**src/shared/stsp_pkg.sv**
```systemverilog
package stsp_pkg;

  // Word format
  localparam int unsigned STSP_SAMPLE_W   = 13;          // Bits per sample word
  localparam int unsigned STSP_SAMPLE_HZ  = 8000;        // Words per second
  // Clocking
  localparam int unsigned STSP_MCLK_HZ    = 125_000_000; // Local clock rate
  localparam int unsigned STSP_BIT_KHZ    = 104;         // Link bit clock, kHz
  localparam int unsigned STSP_BIT_HZ     = STSP_BIT_KHZ * 1000;
  // Bit period in local cycles, nearest whole count
  localparam int unsigned STSP_BIT_CYC    = (STSP_MCLK_HZ + STSP_BIT_HZ / 2) / STSP_BIT_HZ;
  // Least reset pulse
  localparam int unsigned STSP_RST_MIN_MS = 4;
  localparam int unsigned STSP_RST_MIN_CYC = (STSP_MCLK_HZ / 1000) * STSP_RST_MIN_MS;
  // Mode settle time before reset, strictly more than this
  localparam int unsigned STSP_SETTLE_S   = 1;
  localparam int unsigned STSP_SETTLE_CYC = STSP_MCLK_HZ * STSP_SETTLE_S + 1;

  // Mode codes as {line 1, line 2}
  localparam logic [1:0] STSP_MODE_NORMAL   = 2'h0; // Internal routing
  localparam logic [1:0] STSP_MODE_DOWNLINK = 2'h1; // Decoder test
  localparam logic [1:0] STSP_MODE_UPLINK   = 2'h2; // Encoder test
  localparam logic [1:0] STSP_MODE_ACOUSTIC = 2'h3; // Converter test

endpackage : stsp_pkg

```
**src/shared/stsp_if.sv**
```systemverilog
`timescale 1ns/100ps
// Speech test port wires between handset and tester
interface stsp_if;
  logic bit_clk;  // Bit clock, handset drives, idle high
  logic hs_data;  // Data from handset
  logic tst_data; // Data from tester
  logic mode1;    // Mode select line 1
  logic mode2;    // Mode select line 2
  logic rst_n;    // Test reset, active low

  // Handset end
  modport handset (
    output bit_clk,
    output hs_data,
    input  tst_data,
    input  mode1,
    input  mode2,
    input  rst_n
  );

  // Tester end
  modport tester (
    input  bit_clk,
    input  hs_data,
    output tst_data,
    output mode1,
    output mode2,
    output rst_n
  );
endinterface : stsp_if

```
**src/rtl/stsp_sync.sv**
```systemverilog
`timescale 1ns/100ps
// Two-flop synchroniser, one per bit
module stsp_sync #(
  parameter int unsigned W    = 1,   // Number of bits
  parameter logic [W-1:0] INIT = '0  // Value under reset
) (
  input  wire logic         i_clk, // Destination clock
  input  wire logic         i_rst, // Synchronous reset
  input  wire logic [W-1:0] i_d,   // Asynchronous input
  output logic      [W-1:0] o_q    // Synchronised output
);

  typedef struct packed {
    logic [W-1:0] s1; // First stage, read by s2 only
    logic [W-1:0] s2; // Second stage
  } stsp_sync_s;

  stsp_sync_s q;
  stsp_sync_s n;

  // Next stage values
  always_comb begin
    n.s1 = i_d;
    n.s2 = q.s1;
  end

  // Stage registers
  always_ff @(posedge i_clk) begin
    if (i_rst) begin
      q <= '{s1: INIT, s2: INIT};
    end else begin
      q <= n;
    end
  end

  assign o_q = q.s2;

endmodule : stsp_sync

```
**src/rtl/stsp_handset.sv**
```systemverilog
`timescale 1ns/100ps
// Functional notes
// - 8000 words/s at 104 kbit/s, duplex
// - 13-bit two's complement, MSB first
// - Handset makes gated 104 kHz clock
// - Clock line high while idle
// - Launch on falling edge, sample on rising
// - Tester drives mode and reset lines
// - Reset active low, at least 4 ms
// - Reset clears transcoder and converters
// - Mode lines decode four routings
// - Mode taken from lines, not messages
// - Tester waits over 1 s before reset
// - Clocking starts after reset release
// - Uplink starts at next block frame
// - Downlink starts after first finished block
// - Release in test mode restarts transcoders
// - Test mode breaks normal speech paths
module stsp_handset
  import stsp_pkg::*;
#(
  parameter int unsigned RST_MIN = STSP_RST_MIN_CYC, // Least reset, cycles
  parameter int unsigned BIT_CYC = STSP_BIT_CYC      // Bit period, cycles
) (
  input  wire logic                     i_mclk,           // Local clock
  input  wire logic                     i_rst,            // Sync reset, high
  stsp_if.handset                       link,             // Port wires
  input  wire logic [STSP_SAMPLE_W-1:0] i_tx_word,        // Word to send
  input  wire logic                     i_tx_valid,       // Downlink word ready
  input  wire logic                     i_block_frame,    // Block frame start
  input  wire logic                     i_block_done,     // Block received
  output logic                          o_tx_taken,       // Word loaded pulse
  output logic      [STSP_SAMPLE_W-1:0] o_rx_word,        // Word from tester
  output logic                          o_rx_valid,       // Word pulse
  output logic      [1:0]               o_mode,           // Decoded mode
  output logic                          o_test_active,    // Paths rerouted
  output logic                          o_codec_rst,      // Codec reset level
  output logic                          o_xcoder_restart  // Restart pulse
);

  localparam int unsigned W  = STSP_SAMPLE_W;
  localparam int unsigned CW = $clog2(BIT_CYC);
  localparam int unsigned RW = $clog2(RST_MIN + 1);
  localparam logic [CW-1:0] DIV_RISE = CW'(BIT_CYC / 2);
  localparam logic [CW-1:0] DIV_END  = CW'(BIT_CYC - 1);
  localparam logic [RW-1:0] RCNT_MAX = RW'(RST_MIN);
  localparam logic [3:0]    BIT_LAST = 4'(W - 1);

  // Parameter sanity
  if (BIT_CYC < 4 || RST_MIN < 1 || W > 16) begin : g_bad_param
    $error("stsp_handset: unsupported parameter values");
  end

  typedef enum logic [1:0] {ST_IDLE, ST_ARMED, ST_RUN} stsp_hs_state_e;

  typedef struct packed {
    stsp_hs_state_e st;          // Link state
    logic [1:0]     mode;        // Decoded mode
    logic           test_active; // Test routing
    logic [RW-1:0]  rcnt;        // Reset low time
    logic [CW-1:0]  div;         // Bit period phase
    logic [3:0]     bit_i;       // Bit index
    logic [W-1:0]   tx_sh;       // Outgoing shifter
    logic [W-1:0]   rx_sh;       // Incoming shifter
    logic           clk;         // Bit clock line
    logic           dout;        // Data line
    logic [W-1:0]   rx_word;     // Last word in
    logic           rx_valid;    // Word pulse
    logic           tx_taken;    // Load pulse
    logic           codec_rst;   // Codec reset
    logic           restart;     // Restart pulse
  } stsp_hs_s;

  localparam stsp_hs_s HS_RST = '{st: ST_IDLE, mode: STSP_MODE_NORMAL,
                                  test_active: 1'b0, rcnt: '0, div: '0,
                                  bit_i: 4'h0, tx_sh: '0, rx_sh: '0,
                                  clk: 1'b1, dout: 1'b0, rx_word: '0,
                                  rx_valid: 1'b0, tx_taken: 1'b0,
                                  codec_rst: 1'b0, restart: 1'b0};

  stsp_hs_s q;
  stsp_hs_s n;

  logic [3:0] pins_s; // Synchronised tester lines
  logic       s_mode1;
  logic       s_mode2;
  logic       s_rst_n;
  logic       s_data;

  // Tester lines into the local domain
  stsp_sync #(.W(4), .INIT(4'h2)) u_sync (
    .i_clk (i_mclk),
    .i_rst (i_rst),
    .i_d   ({link.mode1, link.mode2, link.rst_n, link.tst_data}),
    .o_q   (pins_s)
  );

  assign s_mode1 = pins_s[3];
  assign s_mode2 = pins_s[2];
  assign s_rst_n = pins_s[1];
  assign s_data  = pins_s[0];

  // Next state of the whole handset end
  always_comb begin
    n = q;
    n.rx_valid = 1'b0;
    n.tx_taken = 1'b0;
    n.restart  = 1'b0;
    // line 1 is the upper bit
    n.mode = {s_mode1, s_mode2};
    n.test_active = (n.mode != STSP_MODE_NORMAL);
    case (q.st)
      // No clocking
      ST_IDLE: begin
        n.clk = 1'b1;
      end
      // Waiting for the start point of the mode
      ST_ARMED: begin
        n.clk   = 1'b1;
        n.div   = '0;
        n.bit_i = 4'h0;
        if (q.mode == STSP_MODE_UPLINK && i_block_frame) begin
          n.st = ST_RUN;
        end
        if (q.mode == STSP_MODE_DOWNLINK && i_block_done) begin
          n.st = ST_RUN;
        end
        // Converter test starts at once
        if (q.mode == STSP_MODE_ACOUSTIC) begin
          n.st = ST_RUN;
        end
      end
      // Streaming words
      ST_RUN: begin
        if (q.div == '0) begin
          if (q.bit_i == 4'h0) begin
            // downlink clocks only with a word to move, other modes always
            if (q.mode != STSP_MODE_DOWNLINK || i_tx_valid) begin
              // first bit out on falling edge
              n.clk      = 1'b0;
              n.dout     = i_tx_word[W-1];
              n.tx_sh    = {i_tx_word[W-2:0], 1'b0};
              n.tx_taken = 1'b1;
              n.div      = q.div + 1'b1;
            end
          end else begin
            n.clk   = 1'b0;
            n.dout  = q.tx_sh[W-1];
            n.tx_sh = {q.tx_sh[W-2:0], 1'b0};
            n.div   = q.div + 1'b1;
          end
        end else if (q.div == DIV_RISE) begin
          // sample tester data on rising edge
          n.clk   = 1'b1;
          n.rx_sh = {q.rx_sh[W-2:0], s_data};
          n.div   = q.div + 1'b1;
          if (q.bit_i == BIT_LAST) begin
            n.bit_i    = 4'h0;
            n.rx_word  = {q.rx_sh[W-2:0], s_data};
            n.rx_valid = 1'b1;
          end else begin
            n.bit_i = q.bit_i + 4'h1;
          end
        end else if (q.div == DIV_END) begin
          // 1202 cycles per bit gives 104 kbit/s
          n.div = '0;
        end else begin
          n.div = q.div + 1'b1;
        end
      end
      default: begin
        n.st = ST_IDLE;
      end
    endcase
    if (n.mode == STSP_MODE_NORMAL) begin
      n.st    = ST_IDLE;
      n.clk   = 1'b1;
      n.div   = '0;
      n.bit_i = 4'h0;
    end
    if (!s_rst_n) begin
      n.codec_rst = 1'b1;
      n.st        = ST_IDLE;
      n.clk       = 1'b1;
      n.div       = '0;
      n.bit_i     = 4'h0;
      if (q.rcnt != RCNT_MAX) begin
        n.rcnt = q.rcnt + 1'b1;
      end
    end else begin
      n.codec_rst = 1'b0;
      n.rcnt      = '0;
      if (q.codec_rst && n.mode != STSP_MODE_NORMAL) begin
        n.restart = 1'b1;
        // long enough pulse arms the test
        if (q.rcnt == RCNT_MAX) begin
          n.st = ST_ARMED;
        end
      end
    end
  end

  // State register
  always_ff @(posedge i_mclk) begin
    if (i_rst) begin
      q <= HS_RST;
    end else begin
      q <= n;
    end
  end

  // Outputs straight from state
  assign link.bit_clk     = q.clk;
  assign link.hs_data     = q.dout;
  assign o_tx_taken       = q.tx_taken;
  assign o_rx_word        = q.rx_word;
  assign o_rx_valid       = q.rx_valid;
  assign o_mode           = q.mode;
  assign o_test_active    = q.test_active;
  assign o_codec_rst      = q.codec_rst;
  assign o_xcoder_restart = q.restart;

endmodule : stsp_handset

```
**src/flat_wrapper.sv**
```systemverilog
// flat-port wrapper written by rule: the top's interface ports become plain ports
module stsp_handset_flat import stsp_pkg::*;
#(
  parameter int unsigned RST_MIN = STSP_RST_MIN_CYC,                       
  parameter int unsigned BIT_CYC = STSP_BIT_CYC                           
)
  (i_mclk, i_rst, i_tx_word, i_tx_valid, i_block_frame, i_block_done, o_tx_taken, o_rx_word, o_rx_valid, o_mode, o_test_active, o_codec_rst, o_xcoder_restart, link_bit_clk, link_hs_data, link_tst_data, link_mode1, link_mode2, link_rst_n);
  stsp_if link_i ();
  input  wire logic i_mclk;
  input  wire logic i_rst;
  input  wire logic [STSP_SAMPLE_W-1:0] i_tx_word;
  input  wire logic i_tx_valid;
  input  wire logic i_block_frame;
  input  wire logic i_block_done;
  output logic o_tx_taken;
  output logic      [STSP_SAMPLE_W-1:0] o_rx_word;
  output logic o_rx_valid;
  output logic      [1:0] o_mode;
  output logic o_test_active;
  output logic o_codec_rst;
  output logic o_xcoder_restart;
  output wire logic [$bits(link_i.bit_clk)-1:0] link_bit_clk;
  output wire logic [$bits(link_i.hs_data)-1:0] link_hs_data;
  input wire logic [$bits(link_i.tst_data)-1:0] link_tst_data;
  input wire logic [$bits(link_i.mode1)-1:0] link_mode1;
  input wire logic [$bits(link_i.mode2)-1:0] link_mode2;
  input wire logic [$bits(link_i.rst_n)-1:0] link_rst_n;
  assign link_bit_clk = link_i.bit_clk;
  assign link_hs_data = link_i.hs_data;
  assign link_i.tst_data = link_tst_data;
  assign link_i.mode1 = link_mode1;
  assign link_i.mode2 = link_mode2;
  assign link_i.rst_n = link_rst_n;
  stsp_handset #(.RST_MIN(RST_MIN), .BIT_CYC(BIT_CYC)) u_core (.i_mclk(i_mclk), .i_rst(i_rst), .link(link_i), .i_tx_word(i_tx_word), .i_tx_valid(i_tx_valid), .i_block_frame(i_block_frame), .i_block_done(i_block_done), .o_tx_taken(o_tx_taken), .o_rx_word(o_rx_word), .o_rx_valid(o_rx_valid), .o_mode(o_mode), .o_test_active(o_test_active), .o_codec_rst(o_codec_rst), .o_xcoder_restart(o_xcoder_restart));
endmodule
```
**config.mk**
```make
export PLATFORM = sky130hd
export DESIGN_NAME = stsp_handset_flat
export DESIGN_NICKNAME = d
export VERILOG_FILES = /design/src/shared/stsp_pkg.sv /design/src/shared/stsp_if.sv /design/src/rtl/stsp_sync.sv /design/src/rtl/stsp_handset.sv /design/src/flat_wrapper.sv
export SDC_FILE = /design/constraint.sdc
export NUM_CORES = 1
export LEC_CHECK = 0
export ABC_CLOCK_PERIOD_IN_PS = 3080
export BUFFER_PORTS_ARGS = -buffer_cell sky130_fd_sc_hd__buf_2
export CELL_PAD_IN_SITES_DETAIL_PLACEMENT = 1
export CELL_PAD_IN_SITES_GLOBAL_PLACEMENT = 2
export CORE_MARGIN = 1
export CORE_UTILIZATION = 36
export DETAILED_ROUTE_END_ITERATION = 7
export GPL_TIMING_DRIVEN = 0
export PLACE_DENSITY = 0.88
export SYNTH_ARGS = -nofsm -noshare
export SYNTH_HDL_FRONTEND = slang
export SYNTH_SLANG_ARGS = --single-unit
```
**constraint.sdc**
```tcl
create_clock -name i_mclk -period 3.08 [get_ports i_mclk]
set_clock_uncertainty 0.15 [all_clocks]
set_input_delay 0 -clock i_mclk [delete_from_list [all_inputs] [get_ports i_mclk]]
set_output_delay 0 -clock i_mclk [all_outputs]
set_load 0.01 [all_outputs]
```
== After elaboration in Yosys (flattened, before gate mapping) ==
Index checks and enable logic that the tools add are counted.

* Register bits after elaboration: 91
* Bits of input ports: 22
* Output and inout bits: 22
* Word-level logic and storage cells: 92

* Add/sub/neg operators: 3
* Equal/unequal tests: 16
* Mux-type cells: 27
* Bitwise gates (word level): 5
* Reductions and logical operators: 24

{| class="wikitable"
|+ Operator list
! cell !! number
|-
| $mux W11 || 5
|-
| $pmux W15 S2 || 1
|-
| $mux W13 || 2
|-
| $add A19 B1 Y19 const B || 1
|-
| $eq A19 B19 Y1 const B || 1
|-
| $ne A19 B19 Y1 const B || 1
|-
| $mux W2 || 8
|-
| $mux W4 || 3
|-
| $reduce_and A3 Y1 || 4
|-
| $add A11 B1 Y11 const B || 1
|-
| $eq A11 B10 Y1 const B || 1
|-
| $eq A11 B11 Y1 const B || 1
|-
| $logic_not A11 Y1 || 1
|-
| $reduce_or A2 Y1 || 4
|-
| $reduce_or A4 Y1 || 2
|-
| $eq A2 B2 Y1 const B || 3
|-
| $mux W1 || 6
|-
| $reduce_bool A2 Y1 || 3
|-
| $not A1 Y1 || 5
|-
| $add A4 B1 Y4 const B || 1
|-
| $eq A2 B1 Y1 const B || 2
|-
| $eq A4 B4 Y1 const B || 1
|-
| $logic_not A2 Y1 || 2
|-
| $logic_not A4 Y1 || 1
|-
| 11 further kinds || 15
|}

== Logic depth before layout (Yosys ltp) ==
* Depth in word-level cells: 9
* Mapped depth: 8
* Gate-level depth less buffers: 7

== By module ==
From an unflattened synthesis, not the netlist that was laid out.

* Cell total of the unflattened synthesis: 431
* Area total of the unflattened synthesis: 4,023.9 um2

{| class="wikitable"
|+ Modules (own cells, without submodules)
! module !! times used !! cells an instance !! area each (um2) !! seq. area each (um2)
|-
| stsp_handset || 1 || 415 || 3,813.7 || 1,641.6
|-
| stsp_sync || 1 || 16 || 210.2 || 160.2
|}

== Worst setup path after synthesis ==
Ideal clock, no wire load.

* Path kind: register to register
* From: reg u_core.q[82] (netlist name)
* To: reg u_core.q[39] (netlist name)
* Library setup time: 0.080 ns
* Arrival time: 2.164 ns
* Required time: 2.850 ns
* Path slack: 0.687 ns
* Cell stages (with the launch flop): 9
* Buffers on the path: 1
* Period minus slack after synthesis: 2.393 ns
* Cells stage by stage: dfxtp_1 > inv_1 > ha_1 > or4b_1 > or4_4 > a21oi_4 > buf_6 > nor2_1 > a211oi_2

* Cells in the longest elaborated chain, start to end: 2

{| class="wikitable"
|+ Ends and longest elaborated chain
! what !! RTL line !! RTL
|-
| start, declared || stsp_handset.sv:81 || <nowiki>stsp_hs_s q;</nowiki>
|-
| start signal, assigned || stsp_handset.sv:208 || <nowiki>q <= n;</nowiki>
|-
| $eq A2 B2 Y1 || stsp_handset.sv:112 || <nowiki>case (q.st)</nowiki>
|-
| $reduce_and A3 Y1 (no line) || - ||
|}

Every way passes these cells.
A chain may end at the register's enable or synchronous reset.

== Worst setup path after layout ==
* From: reg u_core.q[49] (netlist name)
* To: reg u_core.q, in the netlist u_core.o_rx_word[10]

* Cells in the longest elaborated chain, start to end: 3
* Elaborated cells between the ends (all ways): 4
* Those cells by class: eq/ne: 1; bitwise: 1; reduce/logical: 2

{| class="wikitable"
|+ Ends and longest elaborated chain
! what !! RTL line !! RTL
|-
| $logic_not A11 Y1 || stsp_handset.sv:135 || <nowiki>if (q.div == '0) begin</nowiki>
|-
| $not A1 Y1 (no line) || - ||
|-
| $reduce_and A4 Y1 (no line) * || - ||
|}

Mark *: on every way between the ends. The rest lies on a longest branch, timed or not.

==> impl_results.md <==
* Post-route ant nets at 0
* Starting DRC count in detailed routing at 149
* WL per Instance at 15.5 um
* Setup Fix Bufs, Post-CTS at 0
* Crit path from: u_core.q[49]$_SDFFE_PP0P_
* Vias per cell at 5.18
* CTS tree: yes
* I/O Buffers at 42
* Power Dens Cells at 475 mW/mm2
* Routed wire length at 10500 um
* Grt total ovfl at 0
* P&R area growth vs syn at 21.1%
* Via count of the first global-routing pass at 3703
* First-pass DRT Iterations at 4
* CP Capture Type: flip-flop
* Syn avg cell area at 8.93 um2
* RSZ-0062 raised after global routing: false
* Post-synthesis sequential area ratio at 43.8%
* Fillers at 1285
* Hold Fails Final Rpt at 0
* Actual slew at the worst max-slew pin at 0.864 ns
* GRT Total Usage at 19.8%
* Clock Path Buffers at 2
* # IOs at 44
* Crit-path max FO at 10
* Final setup viols at 0
* Asr flop ratio synth at 0%
* Critical path buffer and inverter count at 1
* Overall die area at 0.0118 mm2
* Via count at 3504
* CTS Buf Count at 9
* Worst Hold Class: primary input to flip-flop
* Max-Cap Viols at 0
* Max VDD drop at 0.504 mV
* Cells after Synth at 460
* Synth warn at 0
* Final Cycle Share at 93.0%
* Status: complete, no violations
* Max-slew violations at 0
* Post-route setup slack at 0.215 ns
* Initial antenna violation count at 0
* Die boundary width at 109 um
* Leakage at 0.00189 uW
* Final nets at 564
* Crit-path slowest cell: nor4bb_1
* R2r endpoint: u_core.o_rx_word[10]$_SDFFE_PP0P_
* CP peak stage delay at 0.49 ns
* Total chip power at 2370 uW
* Crit path depth at 7
* Placer congestion estimate at 0.847
* Post-placement cell area at 0.00449 mm2
* Critical path class: flip-flop to flip-flop
* Sum of negative setup slack at 0 ns
* Initial Utilization at 37.4%
* R2r startpoint: u_core.q[49]$_SDFFE_PP0P_
* Diodes inserted at 0
* Reg clk slew, reported paths at 0.07 ns
* Worst-path cell chain: ha_1 -> nor4bb_1 -> and2_1 -> nor3b_4 -> buf_2 -> mux2i_1 -> nor2_1
* Critical path arrival at 2.94 ns
* R2R Setup Slk at 0.22 ns
* Pin count of the biggest net entering global routing at 16
* Total core area at 0.0110 mm2
* Dpl ws at 0.166 ns
* Share of post-route cells with drive strength above 1 at 17.4%
* Max-slew headroom at 42.3%
* Number of cell rows at 38
* Hold-critical path depth at 3
* Finished Cell Area at 0.00498 mm2
* Post-synth EDFFs at 0
* Worst EP required at 3.15 ns
* Yosys reg bits at 90
* Die Y-Extent at 109 um
* Post-Syn Nets at 493
* R2R cell count at 7
* Highest Clock Rate at 349 MHz
* DPL Wire Length at 7380 um
* Count of different cell masters after synthesis at 53
* CP top delay family: simple AND/OR/NAND/NOR gates
* Primary FF master, synth: dfxtp_1
* DRC Markers at 0
* Crit start category: flip-flop
* Min cycle time layout at 2.86 ns
* Root buf cell: clkbuf_16
* Latest clock arrival within the worst-skew pair at 0.35 ns
* First-pass GRT wire length at 18100 um
* H-tree depth at 3
* Critical path endpoint: u_core.o_rx_word[10]$_SDFFE_PP0P_
* Syn Std Cell Area at 0.00411 mm2
* Clk sinks at 90
what timing repair did:
action / 4_1_cts / 5_1_grt
endpoints found under the hold margin: 20 / 0
setup endpoints to repair: 0 / 7
resized for setup: 0 / 1
hold buffers: 18 / 0
sequential cells by signal (all words and copies together) (netlist names):
name	count
u_core.q	60
u_core.u_sync.n	4
u_core.o_codec_rst	1
u_core.o_xcoder_restart	1
u_core.link.hs_data	1
u_core.o_tx_taken	1
u_core.o_test_active	1
u_core.o_mode	2
u_core.link.bit_clk	1
u_core.o_rx_word	13
u_core.o_rx_valid	1
u_core.u_sync.o_q	4
cells in the mapped netlist, drive strengths merged (6+ instances only):
| library cell | number | share of area, % |
|---|---|---|
| nor2 | 50 | 4.6 |
| a21oi | 27 | 3.6 |
| o211ai | 6 | 1.1 |
| mux2i | 26 | 6.3 |
| clkbuf | 16 | 1.5 |
| nand4 | 9 | 1.4 |
| nand2 | 46 | 4.2 |
| xor2 | 10 | 2.1 |
| buf | 21 | 3.7 |
| a211oi | 15 | 3.6 |
| dfxtp | 90 | 44 |
| inv | 14 | 1.3 |
| o21ai | 13 | 1.6 |
| nand2b | 6 | 0.91 |
| nand3 | 17 | 2.1 |
| nor2b | 10 | 1.5 |
| ha | 11 | 3.3 |
report_power, final:
group          internal [uW]  switching [uW]
Sequential              1170            3.35
Clock                    637             481
Combinational           37.4            37.3
metrics by stage:
stage / hold slack, ns / utilization, % / instances
2_1_floorplan: -0.0462 / - / 460
3_3_place_gp: 0.0366 / 40.9 / 642
3_5_place_dp: 0.0385 / 40.9 / 642
4_1_cts: 0.0531 / 45.3 / 676
5_1_grt: 0.0991 / 45.3 / 676
6_report: 0.0521 / 45.3 / 676
cells by family (layout without fill, tap and decap cells):
group / count (synthesis) / count (layout) / share of synthesized area, %
compound gates: 83 / 83 / 14.0
xor+xnor: 15 / 15 / 3.20
fa+ha+maj: 11 / 11 / 3.35
buf+inv: 51 / 127 / 6.39
flops: 90 / 90 / 43.8
mux: 27 / 27 / 6.61
simple gates: 183 / 183 / 22.6
worst min-delay path by stage:
stage	from	to	slack, ns
6_report	i_tx_valid	u_core.o_tx_taken$_SDFF_PP0_	0.05
5_1_grt	i_tx_valid	u_core.o_tx_taken$_SDFF_PP0_	0.1
4_1_cts	i_tx_valid	u_core.o_tx_taken$_SDFF_PP0_	0.05
3_5_place_dp	link_rst_n	u_core.u_sync.n[1]$_SDFF_PP1_	0.04
3_3_place_gp	link_rst_n	u_core.u_sync.n[1]$_SDFF_PP1_	0.04
2_1_floorplan	link_rst_n	u_core.u_sync.n[1]$_SDFF_PP1_	-0.05
layout make-up:
cell class	count	area [um2]	share of cell area, %
plain buffers	37	210	4.22
clock buffers	11	233	4.68
clock inverters	5	63.8	1.28
inverters	14	52.6	1.06
multi-input cells	319	2050	41.2
flip-flops and latches	90	1800	36.2
well taps	140	175	3.52
repair buffers	60	390	7.84
placed cells by master, fill, tap and decap left out, types with 2 or more instances in the layout:
cell type	n
dfxtp_1	90
nor2_1	50
nand2_1	46
buf_2	45
mux2i_1	26
a21oi_1	26
clkbuf_1	18
dlygate4sd3_1	18
nand3_1	17
buf_4	16
inv_1	14
o21ai_0	13
ha_1	11
nor2b_1	10
xor2_1	10
nand4_1	9
clkbuf_16	9
a211oi_1	8
a211oi_2	7
nand2b_1	6
o211ai_1	6
or2_2	5
xnor2_1	5
nor3_1	5
a31oi_1	5
o31ai_1	5
and4_1	4
nor4_1	4
and3_1	4
o41ai_1	4
nor3b_1	3
or4_1	3
nor4b_1	3
and2_1	3
or3_1	3
clkinv_4	2
layer usage:
layer,GRT usage [%],routed length (um)
met4,4.63,65
met2,33.7,5120
met5,0,0
met3,6.22,384
met1,24.3,4890
tightest hold or removal path, delay by kind of cell:
kind	cells	cell delay [ns]
buffers and inverters	1	0.08
AND/OR/NAND/NOR	2	0.40
(Power assumes the default switching activity.)
